$ cat src/verilog/dat_pkg.sv
// dat_pkg: shared constants and carrier types of the dma address translator
package dat_pkg;

  localparam int DAT_MASTERS    = 2;
  localparam int DAT_NET        = 0;
  localparam int DAT_STO        = 1;
  localparam int DAT_ADDR_W     = 24;
  localparam int DAT_PAGE_W     = 15;
  localparam int DAT_OFS_W      = 9;
  localparam int DAT_PPAGE_W    = 16;
  localparam int DAT_PHYS_W     = 25;
  localparam int DAT_DATA_W     = 32;
  localparam int DAT_TBL_ENTRY  = 32768;
  localparam int DAT_BASE_HI    = 24;
  localparam int DAT_BASE_LO    = 17;
  localparam int DAT_MAP_ADDR_W = 23;
  localparam int DAT_ENTRY_RST  = 0;

  typedef struct packed {
    logic                    valid;
    logic                    write;
    logic [DAT_ADDR_W-1:0]   addr;
  } dat_dma_req_s;

  typedef struct packed {
    logic                    valid;
    logic                    table_fetch;
    logic                    write;
    logic [DAT_PHYS_W-1:0]   addr;
  } dat_mem_req_s;

  typedef struct packed {
    logic                    accept;
    logic                    rdata_valid;
    logic [DAT_DATA_W-1:0]   rdata;
  } dat_mem_rsp_s;

  typedef struct packed {
    logic                    valid;
    logic [DAT_PAGE_W-1:0]   tag;
    logic [DAT_PPAGE_W-1:0]  ppage;
  } dat_entry_s;

  typedef enum logic [2:0] {
    DAT_IDLE   = 3'b000,
    DAT_LOOKUP = 3'b001,
    DAT_FETCH  = 3'b010,
    DAT_WAIT   = 3'b011,
    DAT_ISSUE  = 3'b100
  } dat_state_e;

endpackage : dat_pkg

$ cat src/verilog/dat_translator.sv
// dat_translator: dma address translation for the network and storage masters
module dat_translator
  import dat_pkg::*;
#(
  parameter int TBL_ENTRIES = dat_pkg::DAT_TBL_ENTRY
)
(
  // clock and reset
  input  wire logic                                 CLK,
  input  wire logic                                 ARST_N,
  // map table base
  input  wire logic [dat_pkg::DAT_PHYS_W-1:0]       MAP_BASE_ADDR,
  // dma masters, index 0 network, 1 storage
  input  dat_pkg::dat_dma_req_s [dat_pkg::DAT_MASTERS-1:0] DMA_REQ,
  output logic [dat_pkg::DAT_MASTERS-1:0]           DMA_DONE,
  output logic [dat_pkg::DAT_PHYS_W-1:0]            DMA_PADDR,
  // memory arbiter side
  output dat_pkg::dat_mem_req_s                     MEM_REQ,
  input  dat_pkg::dat_mem_rsp_s                     MEM_RSP
);
  import dat_pkg::*;

  if (TBL_ENTRIES != (1 << DAT_PAGE_W))
  begin : g_bad_size
    $error("table size must equal the page space");
  end

  typedef struct packed {
    dat_state_e                   st;
    logic                         cur;
    logic                         wr;
    logic [DAT_ADDR_W-1:0]        addr;
    logic [DAT_MASTERS-1:0]       done;
    logic [DAT_PHYS_W-1:0]        paddr;
    dat_mem_req_s                 mem;
    logic                         fill;
    logic [DAT_PPAGE_W-1:0]       fill_ppage;
  } dat_top_s;

  dat_top_s                  state_reg;
  dat_top_s                  state_next;
  logic [DAT_MASTERS-1:0]    hit_m;
  logic [DAT_PPAGE_W-1:0]    ppage_m [DAT_MASTERS];
  logic [DAT_MASTERS-1:0]    want;
  logic [DAT_PAGE_W-1:0]     cur_page;
  logic [DAT_OFS_W-1:0]      cur_ofs;
  logic [DAT_MAP_ADDR_W-1:0] map_addr;

  assign cur_page = state_reg.addr[DAT_ADDR_W-1:DAT_OFS_W];
  assign cur_ofs  = state_reg.addr[DAT_OFS_W-1:0];
  assign map_addr = {MAP_BASE_ADDR[DAT_BASE_HI:DAT_BASE_LO], cur_page};

  generate
    for (genvar m = 0; m < DAT_MASTERS; m++)
    begin : g_cache
      assign want[m] = DMA_REQ[m].valid && !state_reg.done[m];
      dat_cache u_cache (
        .clk        (CLK),
        .arst_n     (ARST_N),
        .lk_write   (state_reg.wr),
        .lk_page    (cur_page),
        .hit        (hit_m[m]),
        .hit_ppage  (ppage_m[m]),
        .fill       (state_reg.fill && (state_reg.cur == 1'(m))),
        .fill_write (state_reg.wr),
        .fill_page  (cur_page),
        .fill_ppage (state_reg.fill_ppage)
      );
    end
  endgenerate

  always_comb
  begin
    state_next      = state_reg;
    state_next.done = '0;
    state_next.fill = 1'b0;
    case (state_reg.st)
      DAT_IDLE:
      begin
        if (want[DAT_NET])
        begin
          state_next.cur  = 1'b0;
          state_next.wr   = DMA_REQ[DAT_NET].write;
          state_next.addr = DMA_REQ[DAT_NET].addr;
          state_next.st   = DAT_LOOKUP;
        end
        else if (want[DAT_STO])
        begin
          state_next.cur  = 1'b1;
          state_next.wr   = DMA_REQ[DAT_STO].write;
          state_next.addr = DMA_REQ[DAT_STO].addr;
          state_next.st   = DAT_LOOKUP;
        end
      end
      DAT_LOOKUP:
      begin
        // hit goes straight to the data cycle
        if (hit_m[state_reg.cur])
        begin
          state_next.paddr = {ppage_m[state_reg.cur], cur_ofs};
          state_next.mem   = '{valid: 1'b1, table_fetch: 1'b0, write: state_reg.wr,
                               addr: {ppage_m[state_reg.cur], cur_ofs}};
          state_next.st    = DAT_ISSUE;
        end
        else
        begin
          state_next.mem = '{valid: 1'b1, table_fetch: 1'b1, write: 1'b0,
                             addr: {map_addr, 2'b00}};
          state_next.st  = DAT_FETCH;
        end
      end
      DAT_FETCH:
      begin
        if (MEM_RSP.accept)
        begin
          state_next.mem.valid = 1'b0;
          state_next.st        = DAT_WAIT;
        end
      end
      DAT_WAIT:
      begin
        if (MEM_RSP.rdata_valid)
        begin
          state_next.paddr      = {MEM_RSP.rdata[DAT_PPAGE_W-1:0], cur_ofs};
          state_next.mem        = '{valid: 1'b1, table_fetch: 1'b0, write: state_reg.wr,
                                    addr: {MEM_RSP.rdata[DAT_PPAGE_W-1:0], cur_ofs}};
          state_next.fill       = 1'b1;
          state_next.fill_ppage = MEM_RSP.rdata[DAT_PPAGE_W-1:0];
          state_next.st         = DAT_ISSUE;
        end
      end
      DAT_ISSUE:
      begin
        if (MEM_RSP.accept)
        begin
          state_next.mem.valid            = 1'b0;
          state_next.done[state_reg.cur]  = 1'b1;
          state_next.st                   = DAT_IDLE;
        end
      end
      default:
      begin
        state_next.st = DAT_IDLE;
      end
    endcase
  end

  always_ff @(posedge CLK or negedge ARST_N)
  begin
    if (!ARST_N)
    begin
      state_reg <= '0;
    end
    else
    begin
      state_reg <= state_next;
    end
  end

  // done held off for one cycle so a master's held request is not taken twice
  assign DMA_DONE  = state_reg.done;
  assign DMA_PADDR = state_reg.paddr;
  assign MEM_REQ   = state_reg.mem;
endmodule : dat_translator

$ cat src/verilog/dat_cache.sv
// dat_cache: per-master read and write translation entries
module dat_cache
  import dat_pkg::*;
(
  // clock and reset
  input  wire logic                        clk,
  input  wire logic                        arst_n,
  // lookup
  input  wire logic                        lk_write,
  input  wire logic [dat_pkg::DAT_PAGE_W-1:0]  lk_page,
  output logic                             hit,
  output logic [dat_pkg::DAT_PPAGE_W-1:0]  hit_ppage,
  // refill
  input  wire logic                        fill,
  input  wire logic                        fill_write,
  input  wire logic [dat_pkg::DAT_PAGE_W-1:0]  fill_page,
  input  wire logic [dat_pkg::DAT_PPAGE_W-1:0] fill_ppage
);
  import dat_pkg::*;

  typedef struct packed {
    dat_entry_s rd;
    dat_entry_s wr;
    logic       seen;
  } dat_cache_s;

  dat_cache_s state_reg;
  dat_cache_s state_next;
  dat_entry_s sel;

  always_comb
  begin
    sel       = lk_write ? state_reg.wr : state_reg.rd;
    hit       = sel.valid && (sel.tag == lk_page);
    hit_ppage = sel.ppage;
  end

  always_comb
  begin
    state_next = state_reg;
    if (fill)
    begin
      state_next.seen = 1'b1;
      if (fill_write)
      begin
        state_next.wr = '{valid: 1'b1, tag: fill_page, ppage: fill_ppage};
      end
      else
      begin
        state_next.rd = '{valid: 1'b1, tag: fill_page, ppage: fill_ppage};
      end
    end
  end

  always_ff @(posedge clk or negedge arst_n)
  begin
    if (!arst_n)
    begin
      state_reg <= '0;
    end
    else
    begin
      state_reg <= state_next;
    end
  end
endmodule : dat_cache

$ cat config.mk
export PLATFORM = sky130hd
export DESIGN_NAME = dat_translator
export DESIGN_NICKNAME = d
export VERILOG_FILES = /design/src/verilog/dat_pkg.sv /design/src/verilog/dat_translator.sv /design/src/verilog/dat_cache.sv
export SDC_FILE = /design/constraint.sdc
export NUM_CORES = 1
export LEC_CHECK = 0
export ABC_CLOCK_PERIOD_IN_PS = 3540
export BUFFER_PORTS_ARGS = -buffer_cell sky130_fd_sc_hd__buf_2
export CAP_MARGIN = 20
export CORE_MARGIN = 1.5
export CORE_UTILIZATION = 35
export DETAILED_ROUTE_END_ITERATION = 16
export GPL_TIMING_DRIVEN = 0
export PLACE_DENSITY = 0.51
export SYNTH_ARGS = -nofsm -noshare
export SYNTH_HDL_FRONTEND = slang
export SYNTH_HIERARCHICAL = 1
export SYNTH_SLANG_ARGS = --single-unit
$ cat constraint.sdc
create_clock -name CLK -period 3.54 [get_ports CLK]
set_clock_uncertainty 0.05 [all_clocks]
set_input_delay 0.354 -clock CLK [delete_from_list [all_inputs] [get_ports CLK]]
set_output_delay 0.354 -clock CLK [all_outputs]
set_load 0.01 [all_outputs]
==> results.md <==
* Number of buffers on the longest clock path at 3
* Reg-to-Reg Start: state_reg[96]$_DFFE_PN0P_
* Syn_nets at 1024
* Switching Power at 0.00450 W
* Endpoint class of the critical path: flop
* Total number of nets in the final design at 1190
* Fraction of final layout cells sized beyond drive strength 1 at 0.488
* Starting density of the core at 0.354
* Overflow after GRT at 0
* Internal Power at 0.00825 W
* Number of diodes added for antenna fixing at 0
* Required time reported for the critical path endpoint at 3.90 ns
* DR vias/cell at 5.02
* Post-CTS Setup Inserts at 0
* Reg-to-Reg End: DMA_PADDR[5]$_DFFE_PN0P_
* Max cap viols at 0
* Arrival @ worst endpoint at 3.56 ns
* DRT Wirelength at 31500 um
* Worst hold path endpoint: state_reg[11]$_DFFE_PN0P_
* Normalized max-slew margin at 0.496
* Iter 0 DRT Violations at 494
* Number of cells traversed by the worst hold path at 3
* Number of global-route vias before repair at 7748
* Yosys Warn Count at 6
* Peak fanout along the critical path at 10
* Count of cell types in the netlist at 52
* Cell with the largest stage delay on the worst path: dfrtp_1
* Critical hold path startpoint: MEM_RSP[11]
* Vert. Die Dim at 184 um
* Combinational Power Share at 0.394
* Final max-slew violation count at 0
* Areal power density over the cells at 927 mW/mm2
* Post-synth top area cell: dfrtp_1
* Average wire per standard cell at 20.5 um
* Portion of the post-synthesis area used by sequential elements at 0.498
* Total power draw at 0.0127 W
* Via count of the routed design at 7733
* Register bit total from synthesis at 229
* Clk Tree Root Cell: clkbuf_16
* Final instance count without filler cells at 1539
* Worst hold slack across all endpoints at 0.0226 ns
* Number of setup violations in the final report at 0
* Synthesized area divided by synthesized cell count at 12.6 um2
* Number of flip-flops in the largest register at 128
* Commonest cells in the synthesized netlist: dfrtp_1 (229), mux2_2 (221), buf_4 (63), nand2_1 (45), buf_2 (34)
* TritonCTS clock tree: yes
* Post-route minimum period at 3.20 ns
* Internal reg-to-reg setup slack at 0.34 ns
* DRC errors left at 0
* Count of filler cells inserted in the layout at 3073
* Kind of start point of the critical path: flop
* Setup repair after global routing missed its margin: no
* Worst-path clk slew at 0.06 ns
* Placer's final routability congestion estimate at 0.794
* Total Routing Usage GR at 0.187
* Type of the tightest min-delay check: in -> reg
* Depth of the most critical reg-to-reg path at 10
* VDD IR max at 0.411 mV
* Core area at 0.0325 mm2
* Clock latency of the later-clocked register in the worst-skew pair at 0.53 ns
* Cell count after synthesis at 911
* Most used standard cell by instance count after synthesis: dfrtp_1
* Number of buffers inserted during clock tree synthesis at 26
* Post-placement cell count at 1489
* Area of the die at 0.0340 mm2
* Delay of the slowest cell on the worst path at 0.53 ns
* Count of input and output buffers at 134
* Main area contributors after synthesis: dfrtp_1 (50%), mux2_2 (22%), buf_4 (4.1%)
* Number of enable flip-flop cells after synthesis at 0
* Tightest Pin Transition at 0.756 ns
* Seq pwr share at 0.377
* Die Width at 184 um
* Post-synth ARST share at 1.00
* Hold violation count in the final report at 0
* Standard-cell rows at 66
* Post-route fraction of the period consumed by the critical path at 0.905
* Power share of the clock group at 0.229
* Count of clock tree sinks at 229
* Count of boundary I/O pins at 168
* Area fraction of the dominant cell type after synthesis at 0.498
* Top achievable clock speed at 312 MHz
* Leakage power of the design at 6.44 nW
* Area added between synthesis and finish at 19.6%
* Cell chain of the critical path: buf_6 > buf_2 > nand2_1 > o32ai_1 > nand3_1 > nor4_2 > mux2i_4 > o21ai_2 > buf_4 > mux2_2
* Dominant register cell in the synthesized netlist: dfrtp_1
* 1st-pass router iterations at 5
* Number of levels the H-tree was split into at 1
* Antenna violations before repair at 0
* Core Util, Final at 0.424
* Total Negative Setup Slacks at 0 ns
* First-pass GRT wire length at 47700 um
* Pin count of the biggest net entering global routing at 117
* Routed Antenna Nets at 0
* Switching fraction of total power at 0.353
* Synthesized area at 0.0115 mm2
* Detailed placer's ending HPWL at 22200 um
* Outcome: completed
* Type of the worst setup path: reg -> reg
-- per-layer routing --
layer | global-route usage | part of all wire | routed length, um | vias up
li1 | - | - | - | 3583
met1 | 0.265 | 0.48 | 15200 | 3947
met2 | 0.303 | 0.46 | 14600 | 169
met3 | 0.0225 | 0.036 | 1120 | 34
met4 | 0.0459 | 0.019 | 600 | 0
met5 | 0 | 0 | 0 | -
-- worst max path at each step --
| stage | from | endpoint | slack, ns | cells past startpoint |
|---|---|---|---|---|
| after global placement | ARST_N | DMA_PADDR[5]$_DFFE_PN0P_ | -2.30 | 1 |
| after CTS | state_reg[96]$_DFFE_PN0P_ | DMA_PADDR[5]$_DFFE_PN0P_ | 0.24 | 10 |
| final | state_reg[96]$_DFFE_PN0P_ | DMA_PADDR[5]$_DFFE_PN0P_ | 0.34 | 10 |
| after detailed placement | state_reg[96]$_DFFE_PN0P_ | DMA_PADDR[5]$_DFFE_PN0P_ | 0.34 | 10 |
| after floorplan | state_reg[96]$_DFFE_PN0P_ | DMA_PADDR[1]$_DFFE_PN0P_ | 1.02 | 10 |
| after global routing | state_reg[96]$_DFFE_PN0P_ | DMA_PADDR[5]$_DFFE_PN0P_ | 0.12 | 10 |
-- stage by stage --
stage,instance area [um2],worst slack [ns]
2_1_floorplan,11500,1.02
3_3_place_gp,12700,-2.30
3_5_place_dp,12800,0.342
4_1_cts,13800,0.241
5_1_grt,13800,0.116
6_report,13800,0.338
-- critical path, delay by kind of cell, from the launching register on --
kind / cells / cell delay [ns]
multiplexers: 2 / 0.53
AO/OA/AOI/OAI: 2 / 0.42
AND/OR/NAND/NOR: 3 / 0.76
buffers and inverters: 3 / 0.77
flip-flops: 1 / 0.53
-- layout make-up --
class                      count  area, um2  share of cell area
clock buffer                  37        783              0.0569
clock inverter                11        161              0.0117
sequential                   229       5730               0.417
buffer                       123        841              0.0611
timing repair buffer         138        756              0.0549
multi-input combinational    554       4910               0.357
tap                          442        553              0.0402
inverter                       5       18.8             0.00136
-- logic make-up after synthesis --
logic type / after synthesis / share of synthesized area
buffers and inverters: 128 / 0.0747
DFF: 229 / 0.498
muxes: 261 / 0.253
xor gates and xnor gates: 32 / 0.0244
AOI/OAI and AO/OA: 124 / 0.0827
and+or+nand+nor: 137 / 0.0665
-- power by group through the flow --
stage	Combinational [W]	Clock [W]	Sequential (W)
after CTS	0.00508	0.00299	0.00482
after global routing	0.00545	0.00310	0.00498
after detailed placement	0.00504	0	0.00486
final	0.00503	0.00292	0.00481
after global placement	0.00499	0	0.00485
after floorplan	0.00380	0	0.00442
-- cells in the final DEF, fill, tap and decap left out, types with 5 or more instances in the layout --
master	netlist	layout
xor2_1	32	32
a211oi_1	16	16
clkbuf_1	14	17
a21oi_1	33	33
buf_2	34	167
o21ai_0	15	15
buf_4	63	63
dfrtp_1	229	229
nand4_1	19	19
nand2_1	45	45
mux2_2	221	221
and4_1	7	7
clkbuf_16	0	27
nand3_1	16	16
clkbuf_8	0	7
a22o_1	6	6
nand2b_1	23	23
o211ai_1	13	13
mux2i_1	31	31
a221o_1	7	7
nor2b_1	5	5
buf_6	9	9
nor2_1	5	5
a2111oi_2	13	13
clkinv_2	0	5
mux2_1	7	7
-- repair_timing --
item                                   CTS  global route
resized for setup                        0             0
hold buffers                             2             0
endpoints found under the hold margin  114             0
(Power assumes the default switching activity.)
